### config.mk
export PLATFORM = sky130hd
export DESIGN_NAME = rmc_mode_ctrl
export DESIGN_NICKNAME = d
export VERILOG_FILES = /design/src/rmc_pkg.sv /design/src/rmc_mode_ctrl.sv /design/src/rmc_sync.sv
export SDC_FILE = /design/constraint.sdc
export NUM_CORES = 1
export LEC_CHECK = 0
export ABC_AREA = 1
export BUFFER_PORTS_ARGS = -buffer_cell sky130_fd_sc_hd__clkbuf_2
export CAP_MARGIN = 25
export CORE_MARGIN = 10
export CORE_UTILIZATION = 59
export DETAILED_ROUTE_END_ITERATION = 16
export GPL_ROUTABILITY_DRIVEN = 0
export PLACE_DENSITY = 0.77
export SLEW_MARGIN = 20
export SYNTH_ARGS = -nofsm -noshare
export SYNTH_HDL_FRONTEND = slang
export SYNTH_HIERARCHICAL = 1
export SYNTH_SLANG_ARGS = --single-unit
### constraint.sdc
create_clock -name clk_sys -period 2.6 [get_ports clk_sys]
set_input_delay 0.52 -clock clk_sys [delete_from_list [all_inputs] [get_ports clk_sys]]
set_output_delay 0.52 -clock clk_sys [all_outputs]
set_load 0.02 [all_outputs]
### src/rmc_pkg.sv
// Purpose: Shared constants and types for the regulator mode controller
// Assumes: 40 MHz system clock standing in for the internal oscillator
// Notes: Sleep cycle count derives from a nanosecond time; reset values live here too
package rmc_pkg;

    // Timing
    localparam int unsigned CLK_PERIOD_NS = 25;
    localparam int unsigned SLEEP_DLY_NS = 103000;
    localparam int unsigned SLEEP_DLY_CYC = (SLEEP_DLY_NS + CLK_PERIOD_NS - 1) / CLK_PERIOD_NS;
    localparam int unsigned PFM_DLY_TICKS = 2048;
    localparam int unsigned BASE_DIV_DFLT = 40;

    // Sync window, ratio to base frequency times ten
    localparam int unsigned SYNC_MIN_X10 = 12;
    localparam int unsigned SYNC_MAX_X10 = 15;

    // Operating modes
    typedef enum logic [2:0] {
        ST_SLEEP = 3'h1,
        ST_PWM = 3'h2,
        ST_PFM = 3'h4
    } rmc_state_t;

    // Switching rate selection
    typedef enum logic [1:0] {
        FREQ_QUARTER = 2'h0,
        FREQ_HALF = 2'h1,
        FREQ_FULL = 2'h2,
        FREQ_SYNC = 2'h3
    } rmc_freq_t;

    // Comparator-derived flags
    typedef struct packed {
        logic fb_short;
        logic fb_above_400;
        logic fb_above_200;
        logic ss_above_2v3;
        logic output_valid_flag;
        logic pfm_demand;
    } rmc_flags_t;

    localparam int unsigned FLAG_W = $bits(rmc_flags_t);

    // Status seen by the rest of the chip
    typedef struct packed {
        rmc_state_t mode;
        rmc_freq_t freq;
        logic sync_locked;
        logic pfm_pending;
        logic sleep_pending;
    } rmc_status_t;

    // Values after reset
    localparam rmc_state_t RST_STATE = ST_SLEEP;
    localparam rmc_freq_t RST_FREQ = FREQ_QUARTER;

endpackage

### src/rmc_mode_ctrl.sv
// Purpose: Sleep / pulse-width / keep-alive mode and switching rate control
// Assumes: Inputs synchronous to nothing; analog flags come from comparators
// Notes: Sleep state doubles as the logic reset of all counters
`timescale 1ns/1ps
module rmc_mode_ctrl import rmc_pkg::*; #(
    parameter int unsigned BASE_DIV = BASE_DIV_DFLT,
    parameter int unsigned SLEEP_DLY = SLEEP_DLY_CYC,
    parameter int unsigned PFM_DLY = PFM_DLY_TICKS
) (
    // Clock and reset
    input wire logic clk_sys,
    input wire logic arst_n,
    input wire logic clk_en,
    // Host pins
    input wire logic shutdown_request_n,
    input wire logic mode_select_sync_in,
    // Comparator flags
    input wire rmc_flags_t flags_in,
    // Switching control and status
    output logic switch_pulse,
    output logic switching_en,
    output rmc_status_t status
);

    localparam int unsigned OSC_W = $clog2(BASE_DIV);
    localparam int unsigned LOST_CYC = 2 * BASE_DIV;
    localparam int unsigned PER_W = $clog2(LOST_CYC + 1);
    localparam int unsigned SLP_W = $clog2(SLEEP_DLY);
    localparam int unsigned PFM_W = $clog2(PFM_DLY);
    localparam int unsigned SYNC_MIN = (BASE_DIV * 10 + SYNC_MAX_X10 - 1) / SYNC_MAX_X10;
    localparam int unsigned SYNC_MAX = (BASE_DIV * 10) / SYNC_MIN_X10;
    localparam logic [OSC_W-1:0] OSC_LAST = OSC_W'(BASE_DIV - 1);
    localparam logic [PER_W-1:0] PER_LOST = PER_W'(LOST_CYC);
    localparam logic [PER_W-1:0] PER_MIN = PER_W'(SYNC_MIN);
    localparam logic [PER_W-1:0] PER_MAX = PER_W'(SYNC_MAX);
    localparam logic [PER_W-1:0] PER_ONE = PER_W'(1);
    localparam logic [SLP_W-1:0] SLP_LAST = SLP_W'(SLEEP_DLY - 1);
    localparam logic [PFM_W-1:0] PFM_LAST = PFM_W'(PFM_DLY - 1);

    ////////////////////////////////////////////////////////////////////////////////
    // Input synchronisation

    logic [FLAG_W+1:0] raw_in;
    logic [FLAG_W+1:0] syn_out;
    logic sleep_n_s;
    logic mode_s;
    rmc_flags_t flg_s;

    assign raw_in = {shutdown_request_n, mode_select_sync_in, flags_in};

    rmc_sync #(
        .W(FLAG_W + 2)
    ) u_in_sync (
        .clk_sys(clk_sys),
        .arst_n(arst_n),
        .clk_en(clk_en),
        .d(raw_in),
        .q(syn_out)
    );

    assign sleep_n_s = syn_out[FLAG_W+1];
    assign mode_s = syn_out[FLAG_W];
    assign flg_s = rmc_flags_t'(syn_out[FLAG_W-1:0]);

    ////////////////////////////////////////////////////////////////////////////////
    // State declarations

    rmc_state_t state_q;
    rmc_state_t state_d;
    logic [SLP_W-1:0] slp_cnt_q;
    logic [SLP_W-1:0] slp_cnt_d;
    logic [PFM_W-1:0] pfm_cnt_q;
    logic [PFM_W-1:0] pfm_cnt_d;
    logic [OSC_W-1:0] osc_cnt_q;
    logic [OSC_W-1:0] osc_cnt_d;
    logic [1:0] fold_q;
    logic [1:0] fold_d;
    rmc_freq_t freq_q;
    rmc_freq_t freq_d;
    logic pulse_q;
    logic pulse_d;
    logic mode_prev_q;
    logic mode_prev_d;
    logic [PER_W-1:0] per_q;
    logic [PER_W-1:0] per_d;
    logic lock_q;
    logic lock_d;

    logic awake;
    logic slp_done;
    logic pfm_arm;
    logic osc_tick;
    logic mode_rise;

    assign awake = (state_q != ST_SLEEP);
    assign osc_tick = awake && (osc_cnt_q == OSC_LAST);
    assign mode_rise = mode_s && !mode_prev_q;

    ////////////////////////////////////////////////////////////////////////////////
    // Mode state machine

    always_comb begin
        state_d = state_q;
        pfm_cnt_d = pfm_cnt_q;
        slp_done = awake && !sleep_n_s && (slp_cnt_q == SLP_LAST);
        if (awake && !sleep_n_s && !slp_done) begin
            slp_cnt_d = slp_cnt_q + SLP_W'(1);
        end else begin
            slp_cnt_d = '0;
        end
        pfm_arm = !mode_s && flg_s.ss_above_2v3 && flg_s.output_valid_flag;
        case (state_q)
            ST_SLEEP: begin
                pfm_cnt_d = '0;
                if (sleep_n_s) begin
                    state_d = ST_PWM;
                end
            end
            ST_PWM: begin
                if (slp_done) begin
                    state_d = ST_SLEEP;
                    pfm_cnt_d = '0;
                end else if (!pfm_arm) begin
                    pfm_cnt_d = '0;
                end else if (osc_tick) begin
                    if (pfm_cnt_q == PFM_LAST) begin
                        state_d = ST_PFM;
                        pfm_cnt_d = '0;
                    end else begin
                        pfm_cnt_d = pfm_cnt_q + PFM_W'(1);
                    end
                end
            end
            ST_PFM: begin
                pfm_cnt_d = '0;
                if (slp_done) begin
                    state_d = ST_SLEEP;
                end else if (mode_s) begin
                    state_d = ST_PWM;
                end
            end
            default: begin
                state_d = ST_SLEEP;
                pfm_cnt_d = '0;
            end
        endcase
    end

    always_ff @(posedge clk_sys or negedge arst_n) begin
        if (!arst_n) begin
            state_q <= RST_STATE;
            slp_cnt_q <= '0;
            pfm_cnt_q <= '0;
        end else if (clk_en) begin
            state_q <= state_d;
            slp_cnt_q <= slp_cnt_d;
            pfm_cnt_q <= pfm_cnt_d;
        end
    end

    ////////////////////////////////////////////////////////////////////////////////
    // External clock measurement

    always_comb begin
        mode_prev_d = mode_s;
        per_d = per_q;
        lock_d = lock_q;
        if (!awake) begin
            per_d = PER_LOST;
            lock_d = 1'b0;
        end else if (mode_rise) begin
            per_d = PER_ONE;
            lock_d = (per_q >= PER_MIN) && (per_q <= PER_MAX);
        end else if (per_q != PER_LOST) begin
            per_d = per_q + PER_ONE;
        end else begin
            lock_d = 1'b0; // Clock stopped
        end
    end

    always_ff @(posedge clk_sys or negedge arst_n) begin
        if (!arst_n) begin
            mode_prev_q <= 1'b0;
            per_q <= PER_LOST;
            lock_q <= 1'b0;
        end else if (clk_en) begin
            mode_prev_q <= mode_prev_d;
            per_q <= per_d;
            lock_q <= lock_d;
        end
    end

    ////////////////////////////////////////////////////////////////////////////////
    // Oscillator, fold-back and switching pulses

    always_comb begin
        osc_cnt_d = (!awake || osc_tick) ? '0 : osc_cnt_q + OSC_W'(1);
        if (!awake) begin
            fold_d = 2'h0;
        end else if (osc_tick) begin
            fold_d = fold_q + 2'h1;
        end else begin
            fold_d = fold_q;
        end
        if (flg_s.fb_short || !flg_s.fb_above_200) begin
            freq_d = FREQ_QUARTER;
        end else if (!flg_s.fb_above_400) begin
            freq_d = FREQ_HALF;
        end else if (lock_q) begin
            freq_d = FREQ_SYNC;
        end else begin
            freq_d = FREQ_FULL;
        end
        case (state_q)
            ST_PWM: begin
                case (freq_q)
                    FREQ_QUARTER: pulse_d = osc_tick && (fold_q == 2'h0);
                    FREQ_HALF: pulse_d = osc_tick && !fold_q[0];
                    FREQ_SYNC: pulse_d = mode_rise;
                    default: pulse_d = osc_tick;
                endcase
            end
            ST_PFM: pulse_d = osc_tick && flg_s.pfm_demand;
            default: pulse_d = 1'b0;
        endcase
    end

    always_ff @(posedge clk_sys or negedge arst_n) begin
        if (!arst_n) begin
            osc_cnt_q <= '0;
            fold_q <= 2'h0;
            freq_q <= RST_FREQ;
            pulse_q <= 1'b0;
        end else if (clk_en) begin
            osc_cnt_q <= osc_cnt_d;
            fold_q <= fold_d;
            freq_q <= freq_d;
            pulse_q <= pulse_d;
        end
    end

    ////////////////////////////////////////////////////////////////////////////////
    // Outputs

    assign switch_pulse = pulse_q;
    assign switching_en = awake;
    assign status.mode = state_q;
    assign status.freq = freq_q;
    assign status.sync_locked = lock_q;
    assign status.pfm_pending = (pfm_cnt_q != '0);
    assign status.sleep_pending = (slp_cnt_q != '0);
endmodule

### src/rmc_sync.sv
// Purpose: Two-flop synchroniser for a group of inputs
// Assumes: Inputs may change at any time relative to clk_sys
// Notes: Stage one feeds stage two only; clear value is zero
`timescale 1ns/1ps
module rmc_sync #(
    parameter int unsigned W = 1
) (
    // Clock and reset
    input wire logic clk_sys,
    input wire logic arst_n,
    input wire logic clk_en,
    // Data
    input wire logic [W-1:0] d,
    output logic [W-1:0] q
);

    logic [W-1:0] meta_q;
    logic [W-1:0] meta_d;
    logic [W-1:0] sync_q;
    logic [W-1:0] sync_d;

    always_comb begin
        meta_d = d;
        sync_d = meta_q;
    end

    always_ff @(posedge clk_sys or negedge arst_n) begin
        if (!arst_n) begin
            meta_q <= '0;
            sync_q <= '0;
        end else if (clk_en) begin
            meta_q <= meta_d;
            sync_q <= sync_d;
        end
    end

    assign q = sync_q;

endmodule

==> results of run 1 <==
## worst max path at each step
| stage | start | to | slack, ns | depth (start not counted) |
|---|---|---|---|---|
| after global placement | clk_en | slp_cnt_q[7]$_DFFE_PN0P_ | 0.68 | 7 |
| after detailed placement | clk_en | slp_cnt_q[7]$_DFFE_PN0P_ | 0.63 | 7 |
| after floorplan | slp_cnt_q[0]$_DFFE_PN0P_ | status[0] | 1.07 | 5 |
| final | slp_cnt_q[0]$_DFFE_PN0P_ | status[0] | 0.55 | 6 |
| after CTS | slp_cnt_q[0]$_DFFE_PN0P_ | status[0] | 0.53 | 6 |
| after global routing | slp_cnt_q[0]$_DFFE_PN0P_ | status[0] | 0.42 | 6 |
## metal layers
metal  track usage (%)  up-vias
met4              6.62        0
li1                  -     1572
met2              25.4       62
met3              4.51       10
met5                 0        -
met1              19.5     1448
## cell type report
type / count / area [sq um] / area share [%]
clock buffer: 11 / 151 / 3.76
clock inverter: 5 / 128 / 3.17
inverter: 61 / 236 / 5.87
multi-input combinational: 344 / 1710 / 42.5
sequential: 63 / 1580 / 39.2
tap: 75 / 93.8 / 2.33
timing repair buffer: 22 / 128 / 3.17
## worst max-delay path, stage by stage, from the launching register on
cell and delay (ns):
dfrtp_1 0.41, inv_1 0.16, ha_1 0.18, nand2_1 0.06, nor2_1 0.09, nand4_1 0.11, clkbuf_2 0.18
## metrics by stage
| stage | total power [mW] | util [%] | setup WS [ns] | cell area (sq um) |
|---|---|---|---|---|
| floorplan | 1.82 | - | 1.07 | 3620 |
| global placement | 2.01 | 62.9 | 0.679 | 3750 |
| detailed placement | 2.03 | 62.9 | 0.635 | 3750 |
| CTS | 3.22 | 67.6 | 0.533 | 4030 |
| global route | 3.39 | 67.6 | 0.423 | 4030 |
| finish | 3.20 | 67.6 | 0.554 | 4030 |
## report_power, final
part,switching [mW],leakage (nW),internal (mW)
Combinational,0.518,1.03,0.249
Clock,0.387,0.136,0.786
Sequential,0.131,0.830,1.12
## registers in the layout, indices dropped and copies added, names as in the netlist, 3 cells and up
register          cells
u_in_sync/meta_q      8
u_in_sync/q           8
per_q                 7
slp_cnt_q            13
osc_cnt_q             6
pfm_cnt_q            11
state_q               3
## logic make-up (layout without fill, tap and decap cells)
family | Yosys count | in the layout | share of synthesized area [%]
flip-flops | 63 | 63 | 43.6
buffers and inverters | 72 | 99 | 9.22
XOR/XNOR | 11 | 11 | 2.66
AND/OR/NAND/NOR | 277 | 277 | 34.1
adder cells (fa/ha/maj) | 9 | 9 | 3.11
AO/OA/AOI/OAI | 47 | 47 | 7.32
## cells in the final DEF (no fill, tap or decap), types with 3 or more instances in the layout
cell         n
nand2_1    132
nor2_1      61
dfrtp_1     60
inv_1       58
nand3_1     41
o21ai_0     24
clkbuf_2    20
nand4_1     12
clkbuf_8    11
a21oi_1     10
nor3_1       9
xor2_1       9
nand2_2      9
ha_1         9
bufinv_16    4
nor2_2       3
o21ai_2      3
a31oi_1      3
dfstp_2      3
## synthesized netlist by cell type, drive strengths merged
cell type	instances
a31oi	3
clkbuf	4
xnor2	2
o21bai	1
a21oi	11
xor2	9
o31ai	2
nand3b	1
o22ai	1
nor4	2
nand4	12
inv	61
dfstp	3
nand2	142
buf	7
o21ai	28
ha	9
o211ai	1
dfrtp	60
nand3	43
nor2	65
nor3	12
==> summary.md, run 1 <==
In this run the horizontal extent of the chip is 98.4 um. The minimum clock period after layout came out at 2.05 ns. The number of nets handed over by synthesis was 499.

In this run the register-to-register setup slack is 0.73 ns. The run gives 1.99 nW as the leakage power. The finished layout holds 581 standard cells, fillers aside.

Cells with a size suffix above 1 make up 13.4% of the layout. The mean post-synth cell area is 7.57 sq um. For the count of different cell masters after synthesis, the log shows 37. The antenna diode count was 0.

The maximum number of pins on one net before global-route repair came out at 64. Setup repair after global routing left no endpoint under its margin. The min-delay analysis places its worst path in the category in -> async. Along the worst path, the maximum fanout reaches 5. The critical path in this run is classified as reg -> out. Wire length per cell after detailed routing: 12.9 um.

The synthesized netlist cell count is 479. The die covers 0.00968 sq mm. The startpoint identified for the worst register-to-register timing path is state_q[2]$_DFFE_PN0P_.

The number of synthesis warnings was 6. The area growth from synthesis to layout is 11.1%. The clock net in this run drives a total of 63 sinks.

The worst setup path is launched from a flop. Static timing analysis puts the maximum clock frequency at 0.489 GHz. STA classifies the critical path endpoint as a primary output.

The sum of routed wire segments on met1 was 3.45 mm; the total overflow reported by the global router was 0. The logs give 0 for the number of antenna violations at the first check in global routing and 565 for the total instance count after detailed placement. The tools report the total I/O pin count as 21. The endpoint required time on the critical path is 2.08 ns, and the vias after detailed routing is 3092. Top routing layer in use: met4. Total half-perimeter wirelength after legalization and detailed placement: 5.32 mm.

Using the TritonRoute via totals, the vias-per-cell ratio works out to 5.32. The number of cells traversed by the worst register-to-register path works out to 9. The area fraction of the dominant cell type after synthesis was 41.4%. In the detailed route, the total length drawn on met3 is 366 um.

The total core area is 0.00596 sq mm. Synthesis inferred 63 register bits. The run gives 13.1 mm as the wire length of the first global-routing pass. For the highest ir drop seen on vdd, the log shows 0.665 mV. Row count: 28. The dominant cell type by area after synthesis is dfrtp_1.

The count of maximum capacitance violations is 0, and the clock insertion delay at the later pin of the skew report is 0.34 ns. Data on the critical path arrives at its endpoint at 1.53 ns. The count of input and output buffers came out at 20. In the routed design, unresolved DRC markers number 0. The antenna violation net count after detailed routing is 0. Amount of wire on met2 after detailed routing: 3.58 mm.

The logs give 0.342 ns for the worst hold margin and 0 for the total of endpoints with negative setup slack in the final report. In the finished design, the share of the clock period the worst path needs comes to 78.7%. The tools report the number of instances resized during post-cts repair as 0. The run gives 2960 as the number of global-route vias before repair. Largest buffer count on any clock path: 2. CTS placed an instance of clkbuf_8 at the clock tree root. The tools report the number of post-CTS setup repair buffers as 0.

After clock tree synthesis, the clock-pin slew on the worst setup and hold paths is 0.07 ns. The first-iteration detailed-routing DRC count was 166. By area the synthesized netlist is led by dfrtp_1, nand2_1, nor2_1.

For the hold violation total from the final report, the log shows 0. In this run the critical register-to-register path is captured at pfm_cnt_q[9]$_DFFE_PN0P_. The power per cell area works out to 793 mW/mm^2.

For the pin with the worst max-slew slack, the measured transition is 0.790 ns. Clock tree synthesis inserted a total of 9 buffers. Once the floorplan was initialized, standard cells occupied 60.9% of the core. The worst relative slew slack is 47.3%. The total of hold buffers inserted after clock tree synthesis is 0.

The setup TNS is 0 ns. Before antenna repair, the detailed router went through 4 iterations. After the last flow step, the layout net total stands at 521. The run finished with clean final reports. The run gives 0.00362 sq mm as the area of the mapped netlist. The run gives 43.6% as the sequential-to-total area share from yosys stat. TritonCTS built the clock tree. The clock tree synthesis step divided the H-tree into 3 levels. The logs give 0 for the number of max-slew violations in the final report and 512 for the number of filler cells placed in the layout. The combined global-route utilization of all metal layers was 15.8%; the post-route clock skew was 0.00816 ns. From bottom edge to top edge, the die measures 98.4 um. The run gives 7.49 mm as the final wirelength.
Power figures use the tool's default switching activity.
==> inputs of run 2 (changes only) <==
--- a/config.mk
+++ b/config.mk
@@ -5,7 +5,7 @@
 export SDC_FILE = /design/constraint.sdc
 export NUM_CORES = 1
 export LEC_CHECK = 0
-export ABC_AREA = 1
+export ABC_AREA = 0
 export BUFFER_PORTS_ARGS = -buffer_cell sky130_fd_sc_hd__clkbuf_2
 export CAP_MARGIN = 25
 export CORE_MARGIN = 10
==> constraint.sdc (replaced) <==
create_clock -name clk_sys -period 2 [get_ports clk_sys]
set_input_delay 0.4 -clock clk_sys [delete_from_list [all_inputs] [get_ports clk_sys]]
set_output_delay 0.4 -clock clk_sys [all_outputs]
set_load 0.02 [all_outputs]
==> run 2 against run 1 <==
Net effect:
- the flow now finishes with violations (setup timing)
- cell count decreased by 15%
- sequential share of layout area decreased by 2.3 points
- synthesized cell count shrank 27%
- clock power decreased by 15%
- flip-flop and latch count is the same
- critical path depth fell by 1
- non-clock buffer count up 43
- clock skew increased by 0.0022 ns
- first-iteration DRC count decreased by 20%
- highest routed layer unchanged
==> summary.md, run 2 <==
The tools report the setup slack after layout as -0.108 ns (was 0.554 ns). Worst path buffer plus inverter count: 2 (unchanged). The family with the most delay on the worst path was simple AND/OR/NAND/NOR gates (was flip-flops).

The run gives 12.8 mm (was 13.1 mm) as the wire length of the first global-routing pass. The power per cell area was 912 mW/mm^2 (was 793 mW/mm^2). The cell with the most instances after synthesis is dfrtp_1 (was nand2_1).

The checks that failed: setup timing. The top routing layer in use is met4 (unchanged). Combined global-route utilization of all metal layers: 16.1% (was 15.8%).

The cell with the biggest individual delay on the critical path was or4_4 (was dfrtp_1). The post-route clock skew came out at 0.0104 ns (was 0.00816 ns). The area of the mapped netlist was 0.00353 sq mm (was 0.00362 sq mm); the slew at the pin with the worst max-slew slack was 0.472 ns (was 0.790 ns). For this run, the top clock speed supported by timing is 0.474 GHz. For the count of different cell masters after synthesis, the log shows 63 (was 37). The antenna diode count came out at 0 (unchanged). The CTS clock-pin slew for the worst setup and hold paths works out to 0.07 ns (about the same). Of the available clock period, the critical path in the final layout requires 105%.

The most used flip-flop cell after synthesis was dfrtp_1 (unchanged). The hold violation total from the final report is 0 (unchanged), and the area growth from synthesis to final layout is 21.3% (was 11.1%). The H-tree depth was 3 (unchanged). The largest buffer count on any clock path is 2 (unchanged).

The number of filler cells placed in the layout was 431 (was 512); the sum of routed wire segments on met1 was 3.60 mm (was 3.45 mm). The root cell of the clock tree was clkbuf_8 (unchanged). For the total of hold buffers inserted after clock tree synthesis, the log shows 0 (unchanged).

The fraction of synthesis flops using an asynchronous set or reset pin is 100% (unchanged). Cell breakdown of the critical path: or4_4 > buf_6 > nor2_4 > nand2_1 > clkbuf_8 (was inv_1 > ha_1 > nand2_1 > nor2_1 > nand4_1 > clkbuf_2). The wire length per cell after detailed routing came out at 15.8 um (was 12.9 um).

The run gives 0 (unchanged) as the count of maximum capacitance violations. The run finished, with violations left. For the number of detailed-routing iterations run before antenna repair, the log shows 4 (unchanged).

The chip width is 97.3 um (was 98.4 um), and the endpoint required time on the critical path is 1.60 ns (was 2.08 ns). The y dimension of the die is 97.3 um (was 98.4 um), and the vias after detailed routing is 2871 (was 3092). The met3 wire length is 269 um (was 366 um), and the number of antenna violations at the first check in global routing is 0 (unchanged). The run gives 433 (was 521) as the number of nets in the layout.

Critical path endpoint category: a primary output (unchanged). The maximum number of pins on one net before global-route repair is 64 (unchanged). Count of input and output buffers: 20 (unchanged). The logs give 28 (unchanged) for the row count and 68.3% (was 47.3%) for the worst relative slew slack. The area of the die is 0.00947 sq mm (was 0.00968 sq mm). The total CTS buffers was 9 (unchanged); the mean post-synth cell area was 10.0 sq um (was 7.57 sq um). Setup repair after global routing could not meet its margin everywhere. Final total power: 3.90 mW (was 3.20 mW).

Total half-perimeter wirelength after legalization and detailed placement: 5.13 mm (was 5.32 mm). The number of max-slew violations in the final report came out at 0 (unchanged). The number of enable flip-flop cells after synthesis is 0 (unchanged), and the number of clock sinks is 63 (unchanged). The total of endpoints with negative setup slack in the final report is 1 (was 0).

The stage delay of the slowest cell on the critical path is 0.56 ns (was 0.41 ns). The most common cell after layout, fill and taps aside was dfrtp_1 (was nand2_1). Cell types occupying the most area after synthesis: dfrtp_1, mux2_4, o21ai_0 (was dfrtp_1, nand2_1, nor2_1). The endpoint arrival time on the critical path is 1.71 ns (was 1.53 ns), and the area fraction of the dominant cell type after synthesis is 42.6% (was 41.4%). The first-iteration detailed-routing DRC count was 132 (was 166).

For the final standard cell utilization of the core, the log shows 73.1% (was 67.6%). The run gives 1.93 nW (was 1.99 nW) as the leakage power. The critical path launch point type was a flop (unchanged). The net count after synthesis came out at 371 (was 499). The amount of wire on met2 after detailed routing is 3.76 mm (was 3.58 mm), and the number of non-filler instances in the completed layout is 493 (was 581). The number of vias per cell came out at 5.82 (was 5.32).

The tools report the sequential-to-total area share from yosys stat as 44.8% (was 43.6%). For the total instance count after detailed placement, the log shows 473 (was 565). Synth top cells by count: dfrtp_1, nand2_1, o21ai_0 (was nand2_1, nor2_1, dfrtp_1). The minimum setup slack after placement is -0.0475 ns (was 0.635 ns), and the effective utilization at floorplan is 60.3% (was 60.9%). The total overflow reported by the global router came out at 0 (unchanged). The share of final-layout standard cells stronger than drive strength 1 is 31.3% (was 13.4%). Final wirelength: 7.80 mm (was 7.49 mm). The detailed-route DRC error count is 0 (unchanged). The total core area came out at 0.00585 sq mm (was 0.00596 sq mm). The total I/O pin count was 21 (unchanged); the number of synthesized register bits was 63 (unchanged). The largest fanout on the critical path works out to 2 (was 5).

The dominant cell type by area after synthesis is dfrtp_1 (unchanged). Largest registers in the final layout: slp_cnt_q x13, pfm_cnt_q x11 (unchanged). The tools report the number of global-route vias before repair as 2723 (was 2960).

The startpoint-to-endpoint class of the critical path is reg -> out (unchanged). For the synthesized netlist cell count, the log shows 351 (was 479). The most flop-heavy register is slp_cnt_q (unchanged). The antenna violation net count after detailed routing is 0 (unchanged), and the clock insertion delay at the later pin of the skew report is 0.35 ns (was 0.34 ns). Top library cells by usage in the layout, fill and taps aside: dfrtp_1, buf_4, nand2_1 (was nand2_1, nor2_1, dfrtp_1). The tools report the number of synthesis warnings as 6 (unchanged). The flip-flop count of the largest register after layout was 13 (unchanged); the highest ir drop seen on vdd was 0.683 mV (was 0.665 mV). The class of the tightest hold or removal check was in -> async (unchanged). TritonCTS built the clock tree. The minimum clock period after layout was 2.11 ns.
-- run 2: changes by cell type after synthesis, moves of 5 or more --
| cell | change |
|---|---|
| and3_1 | +7 |
| nand4_1 | -5 |
| inv_1 | -41 |
| nor2_1 | -36 |
| mux2_4 | +11 |
| mux2_2 | +8 |
| nand2b_1 | +5 |
| nand2_1 | -98 |
| xnor2_1 | +5 |
| nand2_2 | -8 |
| or3_1 | +5 |
| nand3_1 | -24 |
-- run 2: worst paths after layout --
kind                                            startpoint  slack [ns]  cells after the start                              end
hold / removal                                      arst_n        0.05                      2             per_q[1]$_DFFE_PN0P_
setup reg to reg                 slp_cnt_q[10]$_DFFE_PN0P_        0.02                      6        pfm_cnt_q[10]$_DFFE_PN0P_
max in group asynchronous                           arst_n        1.62                      2           state_q[0]$_DFFE_PN1P_
min in group clk_sys                    shutdown_request_n        0.29                      2  u_in_sync/meta_q[7]$_DFFE_PN0P_
setup / recovery                 slp_cnt_q[10]$_DFFE_PN0P_       -0.11                      5                        status[0]
hold reg to reg            u_in_sync/meta_q[5]$_DFFE_PN0P_        0.51                      1       u_in_sync/q[5]$_DFFE_PN0P_
-- run 2: kinds of logic after synthesis --
group / share of synthesized area, %
AOI/OAI and AO/OA: 13.1
DFF: 44.8
and+or+nand+nor: 23.1
adders and majority gates: 3.19
xor gates and xnor gates: 2.98
buffers and inverters: 5.07
muxes: 7.80
-- run 2: cell type report --
class,count,area [sq um],area share [%]
clock buffers,13,159,3.71
clock inverters,3,17.5,0.409
inverters,18,68.8,1.61
multi-input cells,256,1860,43.5
flip-flops and latches,63,1580,36.9
well taps,75,93.8,2.19
repair buffers,65,497,11.6
-- run 2: repair_timing --
action | 4_1_cts | 5_1_grt
pin swaps | 1 | 13
resized for setup | 10 | 20
endpoints found under the hold margin | 0 | 0
buffers inserted | 0 | 3
cloned | 0 | 1
endpoints found under the setup margin | 7 | 21
-- run 2: worst register-to-register path, cell delays in order (launching register included) --
cell and delay (ns):
dfrtp_1 0.38, or4_4 0.56, nor4_4 0.29, buf_6 0.18, o31a_4 0.19, o21ai_0 0.10
a21o_1 0.18
-- run 2: report_power, final --
group / leakage, nW / internal [mW] / switching (mW)
logic: 1.02 / 0.601 / 0.665
clock network: 0.0894 / 0.514 / 0.490
registers: 0.818 / 1.47 / 0.163
-- run 2: stage by stage --
step / setup TNS (ns) / area (sq um) / hold WS (ns)
floorplan: -0.00465 / 3530 / 0.104
global placement: -0.0329 / 3950 / 0.443
detailed placement: -0.204 / 3950 / 0.443
CTS: -0.131 / 4180 / 0.0621
global route: -0.597 / 4280 / 0.0758
finish: -0.108 / 4280 / 0.0549
-- run 2: layer usage --
layer,vias up,global-route usage (%)
met2,62,25.7
li1,1397,-
met5,-,0
met1,1395,20.4
met3,17,2.99
met4,0,7.83
